### config.mk
export PLATFORM = sky130hd
export DESIGN_NAME = ctc_timing_regs
export DESIGN_NICKNAME = d
export VERILOG_FILES = /design/src/rtl/ctc_pkg.sv /design/src/rtl/ctc_chip_decode.sv /design/src/rtl/ctc_timing_regs.sv
export SDC_FILE = /design/constraint.sdc
export NUM_CORES = 1
export LEC_CHECK = 0
export BUFFER_PORTS_ARGS = -buffer_cell sky130_fd_sc_hd__buf_2
export CAP_MARGIN = 15
export CELL_PAD_IN_SITES_DETAIL_PLACEMENT = 0
export CELL_PAD_IN_SITES_GLOBAL_PLACEMENT = 1
export CORE_ASPECT_RATIO = 1.4
export CORE_MARGIN = 3
export CORE_UTILIZATION = 36
export CTS_CLUSTER_DIAMETER = 50
export DETAILED_ROUTE_END_ITERATION = 10
export GPL_TIMING_DRIVEN = 0
export PLACE_DENSITY_LB_ADDON = 0.1
export SETUP_SLACK_MARGIN = 0.3
export SLEW_MARGIN = 20
export SYNTH_ARGS = -nofsm -noshare
export SYNTH_HDL_FRONTEND = slang
export SYNTH_HIERARCHICAL = 1
export SYNTH_SLANG_ARGS = --single-unit
export TNS_END_PERCENT = 1
### constraint.sdc
create_clock -name i_clk -period 2.65 [get_ports i_clk]
set_clock_uncertainty 0.15 [all_clocks]
set_input_delay 0.265 -clock i_clk [delete_from_list [all_inputs] [get_ports i_clk]]
set_output_delay 0.265 -clock i_clk [all_outputs]
set_load 0.005 [all_outputs]
### src/rtl/ctc_pkg.sv
// Shared constants and types for the communication timing config block.
// Assumes a 200 MHz system clock; all times are turned into cycles here.
package ctc_pkg;

    // Active protocol front end
    typedef enum logic [1:0] {
        CTC_DSI3,
        CTC_PSI5,
        CTC_SPI,
        CTC_I2C
    } ctc_mode_e;

    // Register map (byte addresses on the internal register port)
    localparam logic [7:0] ADDR_CHIP_BIT_TIME     = 8'h23;
    localparam logic [7:0] ADDR_TIMING_CONFIG_TWO = 8'h24;
    localparam logic [7:0] RST_CHIP_BIT_TIME      = 8'h00;
    localparam logic [7:0] RST_TIMING_CONFIG_TWO  = 8'h00;

    // Field positions of chip_bit_time
    localparam int CBT_SELFTEST_LSB = 6;
    localparam int CBT_FAULT_LATCH  = 5;
    localparam int CBT_SIM_SAMPLE   = 4;
    localparam int CBT_CODE_LSB     = 0;
    // Field positions of timing_config_two
    localparam int TC2_PHASE2_BIT   = 7;
    localparam int TC2_TRAIN_LSB    = 4;
    localparam int TC2_CAPTEST_BIT  = 3;
    localparam int TC2_RESERVED_BIT = 2;
    localparam int TC2_FRAG_BIT     = 1;
    localparam int TC2_BDIAG_BIT    = 0;
    // Writable bits of timing_config_two; the reserved bit is dropped
    localparam logic [7:0] TC2_WRITE_MASK = 8'hFB;

    // Source slots addressed by SPI sensor data requests
    localparam int NUM_SRC = 8;

    typedef struct packed {
        logic [1:0] selftest_repeat_count;
        logic       fault_latch_enable;
        logic       sim_sample_select;
        logic [3:0] chip_period_code;
    } ctc_chip_bit_time_s;

    typedef struct packed {
        logic       phase2_nibble_select;
        logic [2:0] training_error_window;
        logic       buffer_cap_test_disable;
        logic       reserved;
        logic       diag_fragment_size;
        logic       background_diag_enable;
    } ctc_timing_config_two_s;

    // Link timing handed to the protocol transmitters
    typedef struct packed {
        logic [10:0] chip_cycles;
        logic        slew_en;
        logic        psi5_slow_rate;
    } ctc_link_timing_s;

    // Clock and timing figures
    localparam int CLK_PERIOD_PS     = 5000;
    localparam int CRM_CHIP_TIME_NS  = 5000;
    localparam int PSI5_FAST_BIT_NS  = 5300;
    localparam int PSI5_SLOW_BIT_NS  = 8000;
    localparam int CHIP_TENTH_NS     = 100;
    localparam logic [10:0] CRM_CHIP_CYCLES =
        11'(CRM_CHIP_TIME_NS * 1000 / CLK_PERIOD_PS);
    localparam logic [10:0] PSI5_FAST_CYCLES =
        11'(PSI5_FAST_BIT_NS * 1000 / CLK_PERIOD_PS);
    localparam logic [10:0] PSI5_SLOW_CYCLES =
        11'(PSI5_SLOW_BIT_NS * 1000 / CLK_PERIOD_PS);
    localparam logic [10:0] TENTH_CYCLES =
        11'(CHIP_TENTH_NS * 1000 / CLK_PERIOD_PS);

    // DSI3 chip time per code, in tenths of a microsecond
    localparam logic [5:0] DSI3_CHIP_TENTHS [16] = '{
        6'h0A, 6'h14, 6'h19, 6'h1A, 6'h1A, 6'h1B, 6'h1C, 6'h1D,
        6'h1E, 6'h1F, 6'h20, 6'h21, 6'h23, 6'h28, 6'h2D, 6'h32
    };
    // Highest DSI3 code that runs without slew control
    localparam logic [3:0] DSI3_SLEW_OFF_LAST = 4'h1;

endpackage : ctc_pkg

### src/rtl/ctc_chip_decode.sv
// Chip and bit time decoder: code plus active mode to link timing.
// Purely combinational; the caller registers the result.
`timescale 1ns/1ps
module ctc_chip_decode
(
    input  wire ctc_pkg::ctc_mode_e        i_mode,
    input  wire logic                      i_crm_active,
    input  wire logic [3:0]                i_code,
    output ctc_pkg::ctc_link_timing_s      o_timing
);

    // Table lookup per mode; SPI and I2C get an idle all-zero timing
    always_comb
    begin
        o_timing = '0;
        unique case (i_mode)
            ctc_pkg::CTC_DSI3:
            begin
                if (i_crm_active)
                begin
                    // Command and response frames ignore the code
                    o_timing.chip_cycles = ctc_pkg::CRM_CHIP_CYCLES;
                    o_timing.slew_en     = 1'b1;
                end
                else
                begin
                    o_timing.chip_cycles = 11'(ctc_pkg::DSI3_CHIP_TENTHS[i_code])
                                         * ctc_pkg::TENTH_CYCLES;
                    // Two fastest codes trade edge shaping for speed
                    o_timing.slew_en =
                        (i_code > ctc_pkg::DSI3_SLEW_OFF_LAST);
                end
            end
            ctc_pkg::CTC_PSI5:
            begin
                // Upper half of the code range selects the slow rate
                o_timing.psi5_slow_rate = i_code[3];
                o_timing.chip_cycles    = i_code[3]
                                        ? ctc_pkg::PSI5_SLOW_CYCLES
                                        : ctc_pkg::PSI5_FAST_CYCLES;
                o_timing.slew_en        = 1'b1;
            end
            ctc_pkg::CTC_SPI,
            ctc_pkg::CTC_I2C:
            begin
                o_timing = '0;
            end
        endcase
    end

endmodule : ctc_chip_decode

### src/rtl/ctc_timing_regs.sv
// Chip/bit time and second timing configuration registers, fault
// latching and sample reference selection for all protocol front ends.
// Assumes the active front end decodes register frames into the byte
// port below and raises one-cycle pulses for the timing events.
//
// Operation
// - PSI5 latch enable holds faults until reset
// - Latch enable acts only in PSI5 mode
// - DSI3 synchronous: latency from transmission start
// - DSI3 simultaneous: latency from command falling edge
// - PSI5: slot reference or sync pulse reference
// - SPI synchronous: each source on own request
// - SPI simultaneous: all sources on slot zero
// - Slot zero off: lowest enabled slot instead
// - Higher slots update only on lowest request
// - I2C: sample select stored but ignored
// - DSI3 CRM chip time fixed 5 us, slewed
// - DSI3 code table, two fastest unslewed
// - PSI5 code picks 5.3 or 8.0 us
// - SPI/I2C: chip code stored but ignored
// - Second config register field layout
// - Both registers under array error check
// - Writable except in PSI5 normal mode
// - Chip and bit time register field layout
`timescale 1ns/1ps
module ctc_timing_regs
(
    input  wire logic                       i_clk,
    input  wire logic                       i_rst,
    input  wire ctc_pkg::ctc_mode_e         i_mode,
    input  wire logic                       i_psi5_prog_mode,
    input  wire logic                       i_wr_en,
    input  wire logic                       i_rd_en,
    input  wire logic [7:0]                 i_addr,
    input  wire logic [7:0]                 i_wdata,
    output logic [7:0]                      o_rdata,
    output logic                            o_rd_valid,
    output logic                            o_wr_refused,
    output logic                            o_array_err,
    input  wire logic                       i_fault_raw,
    output logic                            o_fault,
    input  wire logic                       i_crm_active,
    input  wire logic [7:0]                 i_src_enable,
    input  wire logic                       i_rsp_start,
    input  wire logic                       i_periodic_collection_mode_cmd_fall,
    input  wire logic                       i_psi5_slot,
    input  wire logic                       i_psi5_sync,
    input  wire logic                       i_spi_req,
    input  wire logic [2:0]                 i_spi_src,
    output logic                            o_sample_strobe,
    output logic [7:0]                      o_sample_mask,
    output ctc_pkg::ctc_chip_bit_time_s     o_chip,
    output ctc_pkg::ctc_timing_config_two_s       o_cfg2,
    output ctc_pkg::ctc_link_timing_s       o_timing
);

    // Whole module state in one register
    typedef struct packed {
        ctc_pkg::ctc_chip_bit_time_s chip;      // Chip and bit time
        ctc_pkg::ctc_timing_config_two_s   cfg2;      // Second timing config
        logic [7:0]                  sig;       // Stored array signature
        logic                        array_err; // Signature mismatch
        logic                        held;      // Latched internal fault
        logic                        fault;     // Reported fault
        logic [7:0]                  rdata;     // Read data
        logic                        rd_valid;  // Read answer pulse
        logic                        refused;   // Write dropped pulse
        logic                        strobe;    // Sample reference pulse
        logic [7:0]                  mask;      // Sources to refresh
        ctc_pkg::ctc_link_timing_s   timing;    // Registered link timing
    } ctc_state_s;

    ctc_state_s                st;          // Current state
    ctc_state_s                next_st;     // Next state
    ctc_pkg::ctc_link_timing_s dec_timing;  // Decoder output
    logic                      is_dsi3;     // Mode decodes
    logic                      is_psi5;
    logic                      is_spi;
    logic                      is_i2c;
    logic                      access_ok;   // Register port open
    logic                      latch_on;    // Fault latching active
    logic [2:0]                low_src;     // Lowest enabled slot
    logic                      sim_sel;     // Simultaneous selected

    assign is_dsi3 = (i_mode == ctc_pkg::CTC_DSI3);
    assign is_psi5 = (i_mode == ctc_pkg::CTC_PSI5);
    assign is_spi  = (i_mode == ctc_pkg::CTC_SPI);
    assign is_i2c  = (i_mode == ctc_pkg::CTC_I2C);
    assign sim_sel = st.chip.sim_sample_select;

    // Registers stay closed while PSI5 streams sensor data
    assign access_ok = !is_psi5 || i_psi5_prog_mode;
    assign latch_on  = is_psi5 && st.chip.fault_latch_enable;

    // Signature over both registers; any single-bit upset in between shows up
    function automatic logic [7:0] ctc_sign
    (
        input ctc_pkg::ctc_chip_bit_time_s c,
        input ctc_pkg::ctc_timing_config_two_s   t
    );
        logic [7:0] tv;
        tv = t;
        return c ^ {tv[0], tv[7:1]} ^ 8'hA5;
    endfunction : ctc_sign

    // Priority scan for the lowest enabled slot, top slot down so the lowest enabled slot wins
    function automatic logic [2:0] ctc_lowest
    (
        input logic [7:0] en
    );
        logic [2:0] r;
        r = 3'h0;
        for (int k = ctc_pkg::NUM_SRC - 1; k >= 0; k--)
        begin
            if (en[k])
            begin
                r = 3'(k);
            end
        end
        return r;
    endfunction : ctc_lowest

    assign low_src = ctc_lowest(i_src_enable);

    // Code to chip time lookup
    ctc_chip_decode u_decode
    (
        .i_mode       (i_mode),
        .i_crm_active (i_crm_active),
        .i_code       (st.chip.chip_period_code),
        .o_timing     (dec_timing)
    );

    // Next state
    always_comb
    begin
        next_st          = st;
        next_st.rd_valid = 1'b0;
        next_st.refused  = 1'b0;
        next_st.strobe   = 1'b0;
        next_st.timing   = dec_timing;

        // Register writes; unmapped or closed writes are dropped
        if (i_wr_en)
        begin
            if (!access_ok)
            begin
                next_st.refused = 1'b1;
            end
            else if (i_addr == ctc_pkg::ADDR_CHIP_BIT_TIME)
            begin
                next_st.chip = i_wdata;
            end
            else if (i_addr == ctc_pkg::ADDR_TIMING_CONFIG_TWO)
            begin
                // Reserved bit forced low on every write
                next_st.cfg2 = i_wdata & ctc_pkg::TC2_WRITE_MASK;
            end
            else
            begin
                next_st.refused = 1'b1;
            end
            // Reseal the signature after every write, refused ones included
            next_st.sig = ctc_sign(next_st.chip, next_st.cfg2);
        end

        // Register reads answer next cycle; closed or unmapped read zero
        if (i_rd_en)
        begin
            next_st.rd_valid = 1'b1;
            next_st.rdata    = 8'h00;
            if (access_ok && i_addr == ctc_pkg::ADDR_CHIP_BIT_TIME)
            begin
                next_st.rdata = st.chip;
            end
            else if (access_ok && i_addr == ctc_pkg::ADDR_TIMING_CONFIG_TWO)
            begin
                next_st.rdata = st.cfg2;
            end
        end

        // Array check compares the live bits with the sealed signature
        next_st.array_err = (ctc_sign(st.chip, st.cfg2) != st.sig);

        // Fault latching; only a reset clears the held copy
        if (latch_on && i_fault_raw)
        begin
            next_st.held = 1'b1;
        end
        // Outside PSI5 the raw fault clears itself as usual
        next_st.fault = i_fault_raw || (next_st.held && is_psi5);

        // Sample reference selection per protocol
        unique case (i_mode)
            ctc_pkg::CTC_DSI3:
            begin
                next_st.strobe = sim_sel ? i_periodic_collection_mode_cmd_fall
                                         : i_rsp_start;
                next_st.mask   = next_st.strobe ? i_src_enable : st.mask;
            end
            ctc_pkg::CTC_PSI5:
            begin
                next_st.strobe = sim_sel ? i_psi5_sync
                                         : i_psi5_slot;
                next_st.mask   = next_st.strobe ? i_src_enable : st.mask;
            end
            ctc_pkg::CTC_SPI:
            begin
                if (i_spi_req && i_src_enable[i_spi_src])
                begin
                    if (!sim_sel)
                    begin
                        // Each slot keeps its own time base
                        next_st.strobe = 1'b1;
                        next_st.mask   = 8'h01 << i_spi_src;
                    end
                    else if (i_spi_src == low_src)
                    begin
                        // One edge refreshes every enabled slot
                        next_st.strobe = 1'b1;
                        next_st.mask   = i_src_enable;
                    end
                    // Other slots keep stale data; the host must
                    // poll the lowest slot to refresh them
                end
            end
            ctc_pkg::CTC_I2C:
            begin
                next_st.strobe = 1'b0;
            end
        endcase
    end

    // State register with synchronous reset
    always_ff @(posedge i_clk)
    begin
        if (i_rst)
        begin
            st      <= '0;
            st.chip <= ctc_pkg::RST_CHIP_BIT_TIME;
            st.cfg2 <= ctc_pkg::RST_TIMING_CONFIG_TWO;
            st.sig  <= ctc_sign(ctc_pkg::RST_CHIP_BIT_TIME,
                                ctc_pkg::RST_TIMING_CONFIG_TWO);
        end
        else
        begin
            st <= next_st;
        end
    end

    // Outputs straight from the state register
    assign o_rdata         = st.rdata;
    assign o_rd_valid      = st.rd_valid;
    assign o_wr_refused    = st.refused;
    assign o_array_err     = st.array_err;
    assign o_fault         = st.fault;
    assign o_sample_strobe = st.strobe;
    assign o_sample_mask   = st.mask;
    assign o_chip          = st.chip;
    assign o_cfg2          = st.cfg2;
    assign o_timing        = st.timing;
endmodule : ctc_timing_regs

# --- Word-level counts from Yosys, hierarchy flattened ---
# Memory sizes are Yosys's and may differ from the RTL's.
# Cells that the tools add are included.
# W data, S select, Z words.
totals:
  reg_bits: 59
  romBits: 96
  in_bits: 41
  output_inout_bits: 50
  wordCells: 97
  mem_count: 1
op_classes:
  multipliers: 1
  n_lt_le_gt_ge: 3
  n_eq_ne: 11
  shift: 1
  n_mux: 36
  bitwise_logic: 7
  reduce_logical: 15
memory_table:
  columns: ["memory", "depth", "width", "rd", "rd_ports_with_merged_regs", "wr", "line", "text"]
  rows:
  - ["(no name shown)", 16, 6, 1, 0, 0, "ctc_chip_decode.sv:27", "o_timing.chip_cycles = 11'(ctc_pkg::DSI3_CHIP_TENTHS[i_code])"]
op_table:
  columns: ["cell", "count"]
  rows:
  - ["$mux W8", 7]
  - ["$pmux W12 S3", 1]
  - ["$mux W16", 2]
  - ["$mux W9", 3]
  - ["$mux W3", 8]
  - ["$pmux W8 S3", 1]
  - ["$eq A8 B6 Y1 const B", 2]
  - ["$xor A8 B8 Y8", 2]
  - ["$mux W12", 1]
  - ["$mux W6", 2]
  - ["$mux W10", 1]
  - ["$mul A6 B3 Y9 const B", 1]
  - ["$mux W1", 8]
  - ["$ne A8 B8 Y1", 1]
  - ["$not A4 Y4", 2]
  - ["$shl A1 B3 Y8 const A", 1]
  - ["$logic_and A1 B1 Y1", 6]
  - ["$ne A2 B1 Y1 const B", 3]
  - ["$reduce_or A2 Y1", 3]
  - ["$ge A5 B5 Y1 const B", 1]
  - ["$not A4 Y5", 1]
  - ["$reduce_and A5 Y1", 1]
  - ["$eq A2 B2 Y1 const B", 2]
  - ["$gt A4 B1 Y1 const B", 1]
  - ["other kinds (11)", 13]

# --- Logic depth before layout (Yosys ltp) ---
# Gate-level depths: netlist (run 1).
logic_depth:
  depth_word: 13
  depth_mapped: 16
  mapped_depth_nobuf: 16

# --- By module ---
# The synthesis (run 1) kept the hierarchy.
modules_own_cells:
  columns: ["mod", "n_inst", "cells_each", "area_per_inst_um2", "seq_area_each_um2"]
  rows:
  - ["ctc_timing_regs", 1, 363, 3250.6, 1181.1]
  - ["ctc_chip_decode", 1, 83, 579.3, 0.0]

# --- Worst setup path after synthesis (run 1) ---
# OpenSTA, ideal clock, no wires.
synth_path:
  path_type: "register to register"
  from: "register st, in the netlist o_chip[1]"
  to: "register st, in the netlist o_timing[11]"
  setup_ns: 0.128
  t_arrival_ns: 2.658
  t_required_ns: 2.372
  slack_ns: -0.286
  stages_incl_launch_ff: 15
  n_path_buf: 0
  synth_period_minus_slack_ns: 2.936
  cell_sequence: "dfxtp_1 inv_1 ha_1 mux2_2 o21ai_0 ha_1 ha_1 inv_1 fa_1 inv_1 a21o_1 a21oi_1 xnor2_1 a21oi_1 nor2b_1"
synth_lines:
  columns: ["item", "line", "text"]
  rows:
  - ["from (decl)", "ctc_timing_regs.sv:73", "ctc_state_s st;"]
  - ["from (signal assigned)", "ctc_timing_regs.sv:247", "st <= next_st;"]

==> report_table.html, run 1 <==
<table>
<tr><th>Metric</th><th>Value</th></tr>
<tr><th colspan="2">Logic synthesis</th></tr>
<tr><td>Most area-consuming cells after synthesis</td><td>sky130_fd_sc_hd__dfxtp_1 (31%), sky130_fd_sc_hd__buf_4 (9.6%), sky130_fd_sc_hd__xnor2_1 (5.0%)</td></tr>
<tr><td>Commonest cells in the synthesized netlist</td><td>sky130_fd_sc_hd__dfxtp_1 (59), sky130_fd_sc_hd__buf_4 (49), sky130_fd_sc_hd__a21oi_1 (31)</td></tr>
<tr><td>Post-Synthesis Mean Instance Area</td><td>between 8 and 9 µm²</td></tr>
<tr><td>Distinct cell type count after synthesis</td><td>60</td></tr>
<tr><td>Top flip-flop cell by instance count after synthesis</td><td>sky130_fd_sc_hd__dfxtp_1</td></tr>
<tr><td>Synthesized netlist cell count</td><td>~450</td></tr>
<tr><td>Synthesized area</td><td>approximately 0.0038 mm²</td></tr>
<tr><td>Warnings, synthesis</td><td>6</td></tr>
<tr><td>Post-synth EDFFs</td><td>0</td></tr>
<tr><td>Share of the yosys chip area belonging to registers</td><td>0.308</td></tr>
<tr><td>Top-area cell type share of the netlist area</td><td>0.308</td></tr>
<tr><td>Flip-flop and latch count after synthesis</td><td>59</td></tr>
<tr><td>Library cell occupying the most area in the post-synthesis netlist</td><td>sky130_fd_sc_hd__dfxtp_1</td></tr>
<tr><td>Top-count cell post-synth</td><td>sky130_fd_sc_hd__dfxtp_1</td></tr>
<tr><td>Async SR Flop Fraction</td><td>0</td></tr>
<tr><th colspan="2">Clocking</th></tr>
<tr><td>CTS clock-pin slew for the worst setup and hold paths</td><td>approximately 50 ps</td></tr>
<tr><td>Root buffer cell</td><td>sky130_fd_sc_hd__clkbuf_16</td></tr>
<tr><td>TritonCTS clock tree</td><td>done</td></tr>
<tr><td>Clock Tree Buf Depth</td><td>2</td></tr>
<tr><td>Sink Count</td><td>59</td></tr>
<tr><td>TritonCTS buffer count</td><td>9</td></tr>
<tr><td>Clock network latency to the later pin of the worst-skew pair</td><td>roughly 320 ps</td></tr>
<tr><td>Number of levels in the clock H-tree</td><td>3</td></tr>
<tr><th colspan="2">Pwr</th></tr>
<tr><td>VDD IR max</td><td>0.288 mV</td></tr>
<tr><td>Power after layout</td><td>2.38 mW</td></tr>
<tr><td>Static leakage</td><td>around 2.1 nW</td></tr>
<tr><td>Total power density per cell area</td><td>about 480 mW/mm²</td></tr>
<tr><th colspan="2">GRT</th></tr>
<tr><td>First-pass GRT wire length</td><td>around 18000 µm</td></tr>
<tr><td>Pin count of the biggest net entering global routing</td><td>11</td></tr>
<tr><td>Vias in the first global route</td><td>around 3400</td></tr>
<tr><td>Overall fraction of global-route tracks in use</td><td>0.190</td></tr>
<tr><td>Total overflow reported by the global router</td><td>0</td></tr>
<tr><td>Number of antenna violations at the first check in global routing</td><td>0</td></tr>
<tr><th colspan="2">Drt</th></tr>
<tr><td>Drt drc</td><td>0</td></tr>
<tr><td>Final ANT Viol Nets</td><td>0</td></tr>
<tr><td>Avg WL per Cell</td><td>roughly 16 µm</td></tr>
<tr><td>Iteration-0 DRC Markers</td><td>195</td></tr>
<tr><td>Total wirelength of the detailed-routed design</td><td>11000 µm</td></tr>
<tr><td>First-pass iteration count of the detailed router</td><td>4</td></tr>
<tr><td>Vias after detailed routing</td><td>between 3000 and 4000</td></tr>
<tr><td>Post-detailed-route via-to-cell ratio</td><td>around 5</td></tr>
<tr><th colspan="2">STA</th></tr>
<tr><td>Max Slew Vio Count</td><td>0</td></tr>
<tr><td>Achievable clock frequency</td><td>0.375 GHz</td></tr>
<tr><td>RSZ-0062 raised after global routing</td><td>true</td></tr>
<tr><td>Hold_ws</td><td>between 10 and 15 ps</td></tr>
<tr><td>Worst-Margin Slew</td><td>slightly above 700 ps</td></tr>
<tr><td>Worst path setup slack after routing</td><td>-18.9 ps</td></tr>
<tr><td>Worst slew margin relative to its limit</td><td>0.521</td></tr>
<tr><td>Setup tns final</td><td>-18.9 ps</td></tr>
<tr><td>Ratio of final minimum period to clock period</td><td>1.01</td></tr>
<tr><td>Fin. Hold Viols</td><td>0</td></tr>
<tr><td>Setup violations, final</td><td>1</td></tr>
<tr><td>Min Tclk post-route</td><td>between 2000 and 3000 ps</td></tr>
<tr><th colspan="2">Floorplan</th></tr>
<tr><td>Die Wd</td><td>roughly 93 µm</td></tr>
<tr><td>Area of the die</td><td>approximately 0.012 mm²</td></tr>
<tr><td>Number of core rows</td><td>43</td></tr>
<tr><td>I/O pin total</td><td>approximately 90</td></tr>
<tr><td>Core area</td><td>between 0.01 and 0.015 mm²</td></tr>
<tr><td>Height of the die</td><td>around 130 µm</td></tr>
<tr><td>Effective utilization at floorplan</td><td>0.377</td></tr>
<tr><th colspan="2">Run</th></tr>
<tr><td>Max capacitance violation total</td><td>0</td></tr>
<tr><th colspan="2">Finish</th></tr>
<tr><td># fillers</td><td>1035</td></tr>
<tr><td>Area Growth Syn to Fin</td><td>30.8%</td></tr>
<tr><td>Final cell count without fillers</td><td>694</td></tr>
<tr><td>Fraction of final layout cells with drive strength greater than 1</td><td>0.370</td></tr>
<tr><td>Design Area, Final</td><td>0.00501 mm²</td></tr>
<tr><td># nets final</td><td>~610</td></tr>
<tr><td>Number of antenna cells inserted</td><td>0</td></tr>
<tr><td>Share of the core filled with cells in the final layout</td><td>0.493</td></tr>
<tr><th colspan="2">Critical path</th></tr>
<tr><td>Worst EP required</td><td>2700 ps</td></tr>
<tr><td>Startpoint type of the worst setup path</td><td>register</td></tr>
<tr><td>CP Max Fanout</td><td>5</td></tr>
<tr><td>Worst Setup Path Type</td><td>reg2reg</td></tr>
<tr><td>Data arrival time of the critical path</td><td>between 2000 and 3000 ps</td></tr>
<tr><td>Setup crit end kind</td><td>register</td></tr>
<tr><th colspan="2">Placed design</th></tr>
<tr><td>Count of input and output buffers</td><td>85</td></tr>
<tr><td>Post-detailed-placement cell area</td><td>around 0.0045 mm²</td></tr>
<tr><td>Pre-CTS WS</td><td>-301 ps</td></tr>
<tr><td>DP Wirelength</td><td>roughly 8200 µm</td></tr>
<tr><td>Placed cell count</td><td>roughly 670</td></tr>
<tr><td>RD Place Congestion</td><td>between 0.9 and 1</td></tr>
<tr><th colspan="2">Run status</th></tr>
<tr><td>Violations in the final reports</td><td>negative setup slack</td></tr>
<tr><td>Status</td><td>finished with violations</td></tr>
<tr><th colspan="2">Min path</th></tr>
<tr><td>Worst Hold Class</td><td>in2reg</td></tr>
</table>
## layout by cell type, fill, tap and decap left out, types with 8 or more instances in the layout
| cell type | count |
|---|---|
| sky130_fd_sc_hd__clkbuf_16 | 10 |
| sky130_fd_sc_hd__a21oi_1 | 26 |
| sky130_fd_sc_hd__nor2_1 | 27 |
| sky130_fd_sc_hd__buf_2 | 88 |
| sky130_fd_sc_hd__dfxtp_1 | 55 |
| sky130_fd_sc_hd__nor2b_1 | 23 |
| sky130_fd_sc_hd__mux2i_1 | 17 |
| sky130_fd_sc_hd__xor2_1 | 9 |
| sky130_fd_sc_hd__nand3_1 | 14 |
| sky130_fd_sc_hd__nand2_1 | 22 |
| sky130_fd_sc_hd__nor3_1 | 8 |
| sky130_fd_sc_hd__a22oi_1 | 14 |
| sky130_fd_sc_hd__a211oi_1 | 17 |
| sky130_fd_sc_hd__clkbuf_1 | 15 |
| sky130_fd_sc_hd__xnor2_1 | 20 |
| sky130_fd_sc_hd__inv_1 | 12 |
| sky130_fd_sc_hd__buf_4 | 59 |
## layer usage
| layer | vias to the layer above | GRT usage | share of wire |
|---|---|---|---|
| met5 | - | 0 | 0 |
| met4 | 0 | 0.0837 | 0.028 |
| met3 | 25 | 0.0423 | 0.059 |
| met2 | 136 | 0.331 | 0.50 |
| met1 | 1572 | 0.223 | 0.41 |
| li1 | 1752 | - | - |
## critical path, cell delays in order, from the launching register on
cell and delay [ps]:
sky130_fd_sc_hd__dfxtp_4 390, sky130_fd_sc_hd__inv_6 50, sky130_fd_sc_hd__ha_4 150, sky130_fd_sc_hd__mux2_4 280, sky130_fd_sc_hd__o21ai_4 190, sky130_fd_sc_hd__ha_4 230
sky130_fd_sc_hd__ha_4 160, sky130_fd_sc_hd__inv_2 50, sky130_fd_sc_hd__fa_2 190, sky130_fd_sc_hd__inv_1 40, sky130_fd_sc_hd__a21o_1 160, sky130_fd_sc_hd__a21oi_2 130
sky130_fd_sc_hd__xnor2_1 140, sky130_fd_sc_hd__a21oi_1 80, sky130_fd_sc_hd__nor2b_1 130
## kinds of logic after synthesis
logic type,after synthesis,synth area share
xor+xnor,31,0.0709
mux,21,0.0588
fa+ha+maj,13,0.0444
buf+inv,86,0.139
compound gates,113,0.202
other cells,1,0.000979
simple gates,122,0.175
flops,59,0.308
## power by group
part           internal, mW  switching [mW]
registers             0.920          0.0178
logic                 0.161           0.184
clock network         0.709           0.390
## registers in the layout, indices dropped and copies added (netlist names), 7 cells and up
| register | count |
|---|---|
| o_sample_mask | 8 |
| o_rdata | 8 |
| o_chip | 7 |
| o_timing | 13 |
| o_cfg2 | 8 |
| st | 9 |
## worst paths after layout
| path | end | cells past startpoint | slack (ps) | from |
|---|---|---|---|---|
| min | o_fault$_SDFF_PP0_ | 3 | 10 | i_fault_raw |
| min reg2reg | st[33]$_SDFF_PP0_ | 2 | 320 | st[33]$_SDFF_PP0_ |
| max reg2reg | o_timing[11]$_SDFF_PP0_ | 14 | -20 | o_chip[1]$_SDFFE_PP0P_ |
| max | o_timing[11]$_SDFF_PP0_ | 14 | -20 | o_chip[1]$_SDFFE_PP0P_ |
## what timing repair did
action	CTS	global route
pin swaps	16	12
setup endpoints to repair	6	10
hold buffers	0	0
gates resized for setup	17	11
buffers inserted	7	4
## area by class of cell
cell class                 instances  area (µm²)  share of cell area
sequential                        59        1200               0.239
clock inverter                     4        21.3             0.00425
inverter                          16        71.3              0.0142
buffer                            70         489              0.0977
timing repair buffer              96         512               0.102
clock buffer                      12         268              0.0534
multi-input combinational        302        2280               0.456
tap                              135         169              0.0337
(Power assumes the default switching activity.)
==> run 2: changes to the inputs <==
Clock period 2.65 ns to 2.2 ns, I/O delays scaled along.
==> run 2 against run 1 <==
  * The run still ends with negative setup slack left
  * Global-route usage rose by 0.13 points
  * Design area up 5.8%
  * Wire length rose by 1.4%
  * Register-to-register slack got worse by 420 ps
  * Sequential cell count unchanged
  * Final cell count stayed put
  * Worst setup slack got worse by 420 ps
  * First-iteration DRC count is 30% lower
  * Die area is the same
  * Critical path type unchanged
  * Critical endpoint unchanged
==> report_table.html, run 2 (synthesized netlist as in run 1, its figures left out) <==
<table>
<tr><th>Metric</th><th>Value</th></tr>
<tr><th colspan="2">Run status</th></tr>
<tr><td>Status</td><td>finished with violations</td></tr>
<tr><td>Violations in the final reports</td><td>negative setup slack</td></tr>
<tr><th colspan="2">Drt</th></tr>
<tr><td>Final ANT Viol Nets</td><td>0 (unchanged)</td></tr>
<tr><td>Iteration-0 DRC Markers</td><td>137 (-30%)</td></tr>
<tr><td>Avg WL per Cell</td><td>16.0 µm (+1.4%)</td></tr>
<tr><td>First-pass iteration count of the detailed router</td><td>4 (unchanged)</td></tr>
<tr><td>Post-detailed-route via-to-cell ratio</td><td>5.02 (unchanged)</td></tr>
<tr><td>Vias after detailed routing</td><td>3485 (unchanged)</td></tr>
<tr><td>Drt drc</td><td>0 (unchanged)</td></tr>
<tr><td>Total wirelength of the detailed-routed design</td><td>11100 µm (+1.4%)</td></tr>
<tr><th colspan="2">Pwr</th></tr>
<tr><td>Combinational share of power</td><td>0.158 (+0.013)</td></tr>
<tr><td>Power after layout</td><td>2.91 mW (+22%)</td></tr>
<tr><td>Design internal power</td><td>2.18 mW (+22%)</td></tr>
<tr><td>Switching pwr</td><td>732 µW (+24%)</td></tr>
<tr><td>VDD IR max</td><td>0.345 mV (+20%)</td></tr>
<tr><td>Static leakage</td><td>2.18 nW (+3.0%)</td></tr>
<tr><td>Total power density per cell area</td><td>550 mW/mm² (+16%)</td></tr>
<tr><td>Sequential fraction of design power</td><td>0.388 (-0.006)</td></tr>
<tr><td>Clk network pwr share</td><td>0.453 (-0.009)</td></tr>
<tr><td>Fraction of power spent switching nets</td><td>0.251 (+0.00259)</td></tr>
<tr><th colspan="2">Finish</th></tr>
<tr><td>Commonest cells after routing, fill and taps aside</td><td>sky130_fd_sc_hd__buf_2 (80), sky130_fd_sc_hd__buf_4 (60), sky130_fd_sc_hd__dfxtp_1 (55), sky130_fd_sc_hd__nor2_1 (25), sky130_fd_sc_hd__a21oi_1 (24)</td></tr>
<tr><td>Final cell count without fillers</td><td>694 (unchanged)</td></tr>
<tr><td>Design Area, Final</td><td>0.00530 mm² (+5.8%)</td></tr>
<tr><td># nets final</td><td>608 (unchanged)</td></tr>
<tr><td>Number of antenna cells inserted</td><td>0 (unchanged)</td></tr>
<tr><td>Fraction of final layout cells with drive strength greater than 1</td><td>0.447 (+0.0769)</td></tr>
<tr><td>Commonest non-fill, non-tap cell in the layout</td><td>sky130_fd_sc_hd__buf_2</td></tr>
<tr><td>Share of the core filled with cells in the final layout</td><td>0.521 (+0.0287)</td></tr>
<tr><td># fillers</td><td>997 (-3.7%)</td></tr>
<tr><td>Area Growth Syn to Fin</td><td>38.4%</td></tr>
<tr><td>Number of flip-flops in the largest register</td><td>13 (unchanged)</td></tr>
<tr><th colspan="2">Min path</th></tr>
<tr><td>Cell count of the worst hold path</td><td>3 (unchanged)</td></tr>
<tr><td>Sink of the worst hold path</td><td>o_chip[2]$_SDFFE_PP0P_</td></tr>
<tr><td>Worst Hold Class</td><td>in2reg</td></tr>
<tr><td>Hold path startpoint</td><td>i_wdata[2]</td></tr>
<tr><th colspan="2">Clocking</th></tr>
<tr><td>Sink Count</td><td>59 (unchanged)</td></tr>
<tr><td>Root buffer cell</td><td>sky130_fd_sc_hd__clkbuf_16</td></tr>
<tr><td>TritonCTS buffer count</td><td>9 (unchanged)</td></tr>
<tr><td>Clock Tree Buf Depth</td><td>2 (unchanged)</td></tr>
<tr><td>Number of levels in the clock H-tree</td><td>3 (unchanged)</td></tr>
<tr><td>CTS clock-pin slew for the worst setup and hold paths</td><td>50 ps (about the same)</td></tr>
<tr><td>Clock network latency to the later pin of the worst-skew pair</td><td>320 ps (about the same)</td></tr>
<tr><td>TritonCTS clock tree</td><td>done</td></tr>
<tr><th colspan="2">STA</th></tr>
<tr><td>Worst slew margin relative to its limit</td><td>0.507 (-0.0140)</td></tr>
<tr><td>Achievable clock frequency</td><td>0.380 GHz (+1.3%)</td></tr>
<tr><td>Hold_ws</td><td>23.0 ps (+9.33 ps)</td></tr>
<tr><td>Min Tclk post-route</td><td>2630 ps (-34.3 ps)</td></tr>
<tr><td>Ratio of final minimum period to clock period</td><td>1.20 (+0.190)</td></tr>
<tr><td>Worst-Margin Slew</td><td>734 ps (+20.8 ps)</td></tr>
<tr><td>RSZ-0062 raised after global routing</td><td>true</td></tr>
<tr><td>Setup violations, final</td><td>6 (+5)</td></tr>
<tr><td>Fin. Hold Viols</td><td>0 (unchanged)</td></tr>
<tr><td>Worst path setup slack after routing</td><td>-435 ps (-416 ps)</td></tr>
<tr><td>Max Slew Vio Count</td><td>0 (unchanged)</td></tr>
<tr><td>Setup tns final</td><td>-1750 ps (-1730 ps)</td></tr>
<tr><th colspan="2">Placed design</th></tr>
<tr><td>DP Wirelength</td><td>8240 µm (unchanged)</td></tr>
<tr><td>RD Place Congestion</td><td>0.945 (unchanged)</td></tr>
<tr><td>Post-detailed-placement cell area</td><td>0.00449 mm² (unchanged)</td></tr>
<tr><td>Placed cell count</td><td>667 (unchanged)</td></tr>
<tr><td>Count of input and output buffers</td><td>85 (unchanged)</td></tr>
<tr><td>Pre-CTS WS</td><td>-751 ps (-450 ps)</td></tr>
<tr><th colspan="2">GRT</th></tr>
<tr><td>Pin count of the biggest net entering global routing</td><td>11 (unchanged)</td></tr>
<tr><td>Overall fraction of global-route tracks in use</td><td>0.192 (+0.00129)</td></tr>
<tr><td>Vias in the first global route</td><td>3423 (-0.44%)</td></tr>
<tr><td>Total overflow reported by the global router</td><td>0 (unchanged)</td></tr>
<tr><td>First-pass GRT wire length</td><td>17800 µm (+1.2%)</td></tr>
<tr><td>Number of antenna violations at the first check in global routing</td><td>0 (unchanged)</td></tr>
<tr><th colspan="2">Floorplan</th></tr>
<tr><td>Die Wd</td><td>93.2 µm (unchanged)</td></tr>
<tr><td>Area of the die</td><td>0.0119 mm² (unchanged)</td></tr>
<tr><td>Height of the die</td><td>128 µm (unchanged)</td></tr>
<tr><td>Core area</td><td>0.0102 mm² (unchanged)</td></tr>
<tr><td>Effective utilization at floorplan</td><td>0.377 (unchanged)</td></tr>
<tr><td>I/O pin total</td><td>91 (unchanged)</td></tr>
<tr><td>Number of core rows</td><td>43 (unchanged)</td></tr>
<tr><th colspan="2">Critical path</th></tr>
<tr><td>Cells along the critical path</td><td>inv_4 -&gt; ha_4 -&gt; mux2_2 -&gt; o21ai_4 -&gt; ha_4 -&gt; ha_4 -&gt; inv_2 -&gt; fa_2 -&gt; inv_1 -&gt; a21o_1 -&gt; a21oi_2 -&gt; xnor2_1 -&gt; a21oi_1 -&gt; nor2b_1</td></tr>
<tr><td>R2r setup slk</td><td>-430 ps (-420 ps)</td></tr>
<tr><td>Setup crit end kind</td><td>register</td></tr>
<tr><td>Data arrival time of the critical path</td><td>2680 ps (-40 ps)</td></tr>
<tr><td>Cell repeated most along the worst path</td><td>sky130_fd_sc_hd__ha_4</td></tr>
<tr><td>Library cell contributing the largest single delay on the critical path</td><td>sky130_fd_sc_hd__dfxtp_4</td></tr>
<tr><td>Worst EP required</td><td>2250 ps (-450 ps)</td></tr>
<tr><td>Worst path max stage delay</td><td>390 ps (about the same)</td></tr>
<tr><td>Launching point of the worst reg2reg path</td><td>o_chip[1]$_SDFFE_PP0P_</td></tr>
<tr><td>CP Max Fanout</td><td>5 (unchanged)</td></tr>
<tr><td>Worst R2R Path Depth</td><td>14 (unchanged)</td></tr>
<tr><td>Worst Setup Path Type</td><td>reg2reg</td></tr>
<tr><td>Startpoint type of the worst setup path</td><td>register</td></tr>
<tr><td>Endpoint of the worst register-to-register path</td><td>o_timing[11]$_SDFF_PP0_</td></tr>
<tr><th colspan="2">Run</th></tr>
<tr><td>Max capacitance violation total</td><td>0 (unchanged)</td></tr>
</table>
run 2: layout make-up:
cell class / count / area [µm²] / area share
plain buffers: 70 / 505 / 0.0954
clock buffers: 12 / 268 / 0.0505
clock inverters: 4 / 21.3 / 0.00401
inverters: 16 / 66.3 / 0.0125
multi-input cells: 302 / 2530 / 0.477
flip-flops and latches: 59 / 1200 / 0.226
well taps: 135 / 169 / 0.0319
repair buffers: 96 / 547 / 0.103
run 2: what timing repair did:
action                                  CTS  global route
hold buffers                              1             0
gates resized for setup                  42            55
buffers inserted                          7             3
pin swaps                                46            49
endpoints found under the setup margin   49            49
hold endpoints to repair                  1             0
run 2: power by group through the flow:
stage,clock network (mW),registers [mW],logic (mW)
CTS,1.36,1.13,0.423
global route,1.41,1.13,0.507
global placement,0,1.15,0.391
finish,1.32,1.13,0.461
detailed placement,0,1.15,0.394
floorplan,0,1.15,0.245
run 2: how the worst max path moves through the flow:
stage / start / end / slack, ps / cells past startpoint
CTS: o_chip[1]$_SDFFE_PP0P_ / o_timing[11]$_SDFF_PP0_ / -460 / 14
global route: o_chip[1]$_SDFFE_PP0P_ / o_timing[11]$_SDFF_PP0_ / -570 / 16
finish: o_chip[1]$_SDFFE_PP0P_ / o_timing[11]$_SDFF_PP0_ / -430 / 14
global placement: o_chip[0]$_SDFFE_PP0P_ / o_timing[12]$_SDFF_PP0_ / -720 / 14
detailed placement: o_chip[0]$_SDFFE_PP0P_ / o_timing[12]$_SDFF_PP0_ / -750 / 14
floorplan: o_chip[1]$_SDFFE_PP0P_ / o_timing[11]$_SDFF_PP0_ / -370 / 14
run 2: critical path, delay by kind of cell, from the launching register on:
family                     cells  cell delay, ps
AOI/OAI and AO/OA              4             530
xor gates and xnor gates       1             140
adders and majority gates      4             730
buffers and inverters          3             150
DFF                            1             390
muxes                          1             280
and+or+nand+nor                1             130
run 2: metal layers:
metal | up-vias | GRT usage | part of all wire
met2 | 108 | 0.328 | 0.51
met4 | 0 | 0.0837 | 0.023
met3 | 22 | 0.0423 | 0.048
met5 | - | 0 | 0
met1 | 1608 | 0.228 | 0.41
li1 | 1747 | - | -
==> run 3: changes to the inputs <==
Settings changed: ABC_AREA set to 1, CORE_UTILIZATION 36 to 35.
==> run 3 against run 2 <==
  * The run still ends with negative setup slack left
  * Worst setup slack improved by 37 ps
  * Synthesized area up 6.0%
  * Non-clock buffer count increased by 1
  * Largest power group unchanged
  * Worst hold slack lost 9.5 ps
  * Highest routed layer unchanged
  * Via count rose by 15%
  * Wire length rose by 4.2%
  * Total power rose by 12%
  * Utilization fell by 5.0 points
  * Final cell count is 25% higher
==> report_table.html, run 3 <==
<table>
<tr><th>Metric</th><th>Value</th></tr>
<tr><th colspan="2">Placed design</th></tr>
<tr><td>Post-detailed-placement cell area</td><td>0.00472 mm² (+5.1%)</td></tr>
<tr><td>DP Wirelength</td><td>8710 µm (+5.7%)</td></tr>
<tr><td>Count of input and output buffers</td><td>88 (+3.5%)</td></tr>
<tr><td>RD Place Congestion</td><td>0.869 (-8.1%)</td></tr>
<tr><th colspan="2">Critical path</th></tr>
<tr><td>Cells along the critical path</td><td>buf_8 -&gt; nor2_4 -&gt; inv_4 -&gt; nand2_4 -&gt; nor2_2 -&gt; a21oi_2 -&gt; ha_4 -&gt; ha_4 -&gt; inv_2 -&gt; fa_2 -&gt; nand3b_1 -&gt; nand3_1 -&gt; nand2_1 -&gt; o21ai_1 -&gt; o21ai_1 -&gt; inv_1 -&gt; nor2_1</td></tr>
<tr><td>Launching point of the worst reg2reg path</td><td>o_chip[2]$_SDFFE_PP0P_</td></tr>
<tr><td>Worst EP required</td><td>2250 ps (about the same)</td></tr>
<tr><td>CP Max Fanout</td><td>6 (+1)</td></tr>
<tr><td>Worst R2R Path Depth</td><td>17 (+3)</td></tr>
<tr><td>Startpoint of the most critical setup path</td><td>o_chip[2]$_SDFFE_PP0P_</td></tr>
<tr><td>Setup crit end kind</td><td>register</td></tr>
<tr><td>Data arrival time of the critical path</td><td>2640 ps (-40 ps)</td></tr>
<tr><td>Startpoint type of the worst setup path</td><td>register</td></tr>
<tr><td>R2r setup slk</td><td>-400 ps (+40 ps)</td></tr>
<tr><td>Library cell contributing the largest single delay on the critical path</td><td>sky130_fd_sc_hd__dfxtp_4</td></tr>
<tr><td>Endpoint of the worst register-to-register path</td><td>o_timing[11]$_SDFF_PP0_</td></tr>
<tr><td>Worst path max stage delay</td><td>360 ps (-30 ps)</td></tr>
<tr><td>Worst Setup Path Type</td><td>reg2reg</td></tr>
<tr><th colspan="2">Clocking</th></tr>
<tr><td>CTS clock-pin slew for the worst setup and hold paths</td><td>60 ps (about the same)</td></tr>
<tr><td>TritonCTS clock tree</td><td>done</td></tr>
<tr><td>Clock network latency to the later pin of the worst-skew pair</td><td>330 ps (about the same)</td></tr>
<tr><td>Clock Tree Buf Depth</td><td>2 (unchanged)</td></tr>
<tr><td>Sink Count</td><td>59 (unchanged)</td></tr>
<tr><td>TritonCTS buffer count</td><td>9 (unchanged)</td></tr>
<tr><td>Root buffer cell</td><td>sky130_fd_sc_hd__clkbuf_16</td></tr>
<tr><td>Number of levels in the clock H-tree</td><td>3 (unchanged)</td></tr>
<tr><th colspan="2">Finish</th></tr>
<tr><td>Commonest cells after routing, fill and taps aside</td><td>sky130_fd_sc_hd__nand2_1 (105), sky130_fd_sc_hd__buf_2 (93), sky130_fd_sc_hd__inv_1 (83), sky130_fd_sc_hd__nor2_1 (64), sky130_fd_sc_hd__buf_4 (60)</td></tr>
<tr><td>Number of antenna cells inserted</td><td>0 (unchanged)</td></tr>
<tr><td>Number of flip-flops in the largest register</td><td>13 (unchanged)</td></tr>
<tr><td>Commonest non-fill, non-tap cell in the layout</td><td>sky130_fd_sc_hd__nand2_1</td></tr>
<tr><td># nets final</td><td>774 (+27%)</td></tr>
<tr><td>Sequential cell area</td><td>0.00120 mm² (unchanged)</td></tr>
<tr><td># fillers</td><td>1180 (+18%)</td></tr>
<tr><td>Fraction of final layout cells with drive strength greater than 1</td><td>0.317 (-0.130)</td></tr>
<tr><td>Design Area, Final</td><td>0.00523 mm² (-1.3%)</td></tr>
<tr><td>Area Growth Syn to Fin</td><td>28.9%</td></tr>
<tr><td>Combined area of the multi-input logic cells</td><td>0.00219 mm² (-14%)</td></tr>
<tr><th colspan="2">GRT</th></tr>
<tr><td>Vias in the first global route</td><td>3746 (+9.4%)</td></tr>
<tr><td>Total overflow reported by the global router</td><td>0 (unchanged)</td></tr>
<tr><td>Overall fraction of global-route tracks in use</td><td>0.175 (-0.0167)</td></tr>
<tr><td>Pin count of the biggest net entering global routing</td><td>12 (+1)</td></tr>
<tr><td>Number of antenna violations at the first check in global routing</td><td>0 (unchanged)</td></tr>
<tr><td>First-pass GRT wire length</td><td>18300 µm (+2.8%)</td></tr>
<tr><th colspan="2">Logic synthesis</th></tr>
<tr><td>Distinct cell type count after synthesis</td><td>42 (-30%)</td></tr>
<tr><td>Share of the yosys chip area belonging to registers</td><td>0.291 (-0.0174)</td></tr>
<tr><td>Warnings, synthesis</td><td>6 (unchanged)</td></tr>
<tr><td>Synthesized area</td><td>0.00406 mm² (+6.0%)</td></tr>
<tr><td>Commonest cells in the synthesized netlist</td><td>sky130_fd_sc_hd__nand2_1 (109), sky130_fd_sc_hd__inv_1 (88), sky130_fd_sc_hd__nor2_1 (67)</td></tr>
<tr><td>Synthesized netlist cell count</td><td>607 (+36%)</td></tr>
<tr><td>Top-count cell post-synth</td><td>sky130_fd_sc_hd__nand2_1</td></tr>
<tr><td>Library cell occupying the most area in the post-synthesis netlist</td><td>sky130_fd_sc_hd__dfxtp_1</td></tr>
<tr><td>Top flip-flop cell by instance count after synthesis</td><td>sky130_fd_sc_hd__dfxtp_1</td></tr>
<tr><td>Most area-consuming cells after synthesis</td><td>sky130_fd_sc_hd__dfxtp_1 (29%), sky130_fd_sc_hd__nand2_1 (10%), sky130_fd_sc_hd__buf_4 (8.9%)</td></tr>
<tr><td>Flip-flop and latch count after synthesis</td><td>59 (unchanged)</td></tr>
<tr><td>Post-synth EDFFs</td><td>0 (unchanged)</td></tr>
<tr><td>Top-area cell type share of the netlist area</td><td>0.291 (-0.0174)</td></tr>
<tr><td>Post-Synthesis Mean Instance Area</td><td>6.69 µm² (-22%)</td></tr>
<tr><td>Async SR Flop Fraction</td><td>0 (unchanged)</td></tr>
<tr><th colspan="2">STA</th></tr>
<tr><td>Min Tclk post-route</td><td>2600 ps (-36.6 ps)</td></tr>
<tr><td>Achievable clock frequency</td><td>0.385 GHz (+1.4%)</td></tr>
<tr><td>Ratio of final minimum period to clock period</td><td>1.18 (-0.0167)</td></tr>
<tr><td>Max Slew Vio Count</td><td>0 (unchanged)</td></tr>
<tr><td>Worst path setup slack after routing</td><td>-398 ps (+36.6 ps)</td></tr>
<tr><td>Worst-Margin Slew</td><td>591 ps (-143 ps)</td></tr>
<tr><td>Setup violations, final</td><td>5 (-1)</td></tr>
<tr><td>Worst slew margin relative to its limit</td><td>0.606 (+0.0991)</td></tr>
<tr><td>RSZ-0062 raised after global routing</td><td>true</td></tr>
<tr><td>Hold_ws</td><td>13.5 ps (-9.49 ps)</td></tr>
<tr><td>Fin. Hold Viols</td><td>0 (unchanged)</td></tr>
<tr><th colspan="2">Drt</th></tr>
<tr><td>Total wirelength of the detailed-routed design</td><td>11600 µm (+4.2%)</td></tr>
<tr><td>Iteration-0 DRC Markers</td><td>171 (+25%)</td></tr>
<tr><td>Vias after detailed routing</td><td>4007 (+15%)</td></tr>
<tr><td>Drt drc</td><td>0 (unchanged)</td></tr>
<tr><td>Final ANT Viol Nets</td><td>0 (unchanged)</td></tr>
<tr><td>Post-detailed-route via-to-cell ratio</td><td>4.63 (-7.9%)</td></tr>
<tr><td>Avg WL per Cell</td><td>13.4 µm (-17%)</td></tr>
<tr><td>First-pass iteration count of the detailed router</td><td>5 (+1)</td></tr>
<tr><th colspan="2">Run status</th></tr>
<tr><td>Status</td><td>finished with violations</td></tr>
<tr><td>Violations in the final reports</td><td>negative setup slack</td></tr>
<tr><th colspan="2">Min path</th></tr>
<tr><td>Hold path startpoint</td><td>i_wdata[1]</td></tr>
<tr><td>Sink of the worst hold path</td><td>o_cfg2[1]$_SDFFE_PP0P_</td></tr>
<tr><td>Worst Hold Class</td><td>in2reg</td></tr>
<tr><td>Cell count of the worst hold path</td><td>3 (unchanged)</td></tr>
<tr><th colspan="2">Floorplan</th></tr>
<tr><td>Number of core rows</td><td>45 (+4.7%)</td></tr>
<tr><td>Area of the die</td><td>0.0129 mm² (+8.5%)</td></tr>
<tr><td>Effective utilization at floorplan</td><td>0.366 (-0.0107)</td></tr>
<tr><td>I/O pin total</td><td>91 (unchanged)</td></tr>
<tr><td>Die Wd</td><td>97.0 µm (+4.1%)</td></tr>
<tr><td>Core area</td><td>0.0111 mm² (+9.1%)</td></tr>
<tr><td>Height of the die</td><td>133 µm (+4.2%)</td></tr>
<tr><th colspan="2">Run</th></tr>
<tr><td>Max capacitance violation total</td><td>0 (unchanged)</td></tr>
<tr><th colspan="2">Pwr</th></tr>
<tr><td>Total power density per cell area</td><td>624 mW/mm² (+13%)</td></tr>
<tr><td>Clk network pwr share</td><td>0.413 (-0.040)</td></tr>
<tr><td>Switching pwr</td><td>968 µW (+32%)</td></tr>
<tr><td>Static leakage</td><td>2.74 nW (+25%)</td></tr>
<tr><td>Fraction of power spent switching nets</td><td>0.297 (+0.0454)</td></tr>
<tr><td>Design internal power</td><td>2.30 mW (+5.2%)</td></tr>
<tr><td>Combinational share of power</td><td>0.231 (+0.073)</td></tr>
<tr><td>VDD IR max</td><td>0.473 mV (+37%)</td></tr>
<tr><td>Sequential fraction of design power</td><td>0.357 (-0.031)</td></tr>
</table>
run 3: changes by cell type after synthesis, sizes merged, moves of 7 or more:
cell    before  now
nand2       22  118
inv         16   99
nor2        27   72
o21ai       16   53
nor2b       23    0
a211oi      20    2
mux2i       18    0
nand3       14   29
a22oi       14    1
xnor2       22   11
nand3b       3   11
o211ai       2    9
run 3: worst max-delay path by stage:
stage,end,slack (ps)
CTS,o_timing[11]$_SDFF_PP0_,-420
global placement,o_timing[11]$_SDFF_PP0_,-520
finish,o_timing[11]$_SDFF_PP0_,-400
global route,o_timing[11]$_SDFF_PP0_,-550
detailed placement,o_timing[11]$_SDFF_PP0_,-540
floorplan,o_timing[11]$_SDFF_PP0_,-290
run 3: cells by family after synthesis:
family | synth area share
compound gates | 0.148
xor+xnor | 0.0432
fa+ha+maj | 0.0419
buf+inv | 0.203
flops | 0.291
other cells | 0.000924
simple gates | 0.272
run 3: critical path: cells and delay by family, from the launching register on:
kind	cells	cell delay (ps)
fa+ha+maj	3	650
flops	1	360
simple gates	7	630
compound gates	3	370
buf+inv	4	310
run 3: through the flow:
stage	total power, mW	TNS [ps]	utilization	instances	worst slack (ps)
global route	3.43	-2370	0.472	866	-546
detailed placement	1.87	-2000	0.425	837	-537
CTS	3.24	-1650	0.461	864	-416
floorplan	1.65	-742	-	608	-286
global placement	1.86	-1910	0.425	837	-516
finish	3.26	-1480	0.472	866	-398
run 3: final cells by class:
class                   count  share of cell area
clock buffers              11              0.0483
plain buffers              66              0.0875
inverters                 101              0.0739
multi-input cells         382               0.418
repair buffers            101               0.103
flip-flops and latches     59               0.229
well taps                 141              0.0337
clock inverters             5             0.00693
run 3: layer usage:
metal  routed length (µm)  GRT usage
met1                 5200      0.218
met4                  232     0.0585
met3                  488     0.0325
met5                    0          0
met2                 5660      0.302
run 3: repair_timing:
item | in CTS | in global routing
hold buffers | 1 | 0
setup buffers | 10 | 2
pin swaps | 3 | 9
setup endpoints to repair | 6 | 15
hold endpoints to repair | 1 | 0
gates resized for setup | 9 | 22
run 3: power groups by stage:
stage | registers [mW] | logic, mW | clock network (mW)
4_1_cts | 1.16 | 0.708 | 1.37
6_report | 1.16 | 0.752 | 1.35
3_3_place_gp | 1.19 | 0.669 | 0
5_1_grt | 1.17 | 0.848 | 1.42
3_5_place_dp | 1.19 | 0.675 | 0
2_1_floorplan | 1.18 | 0.472 | 0
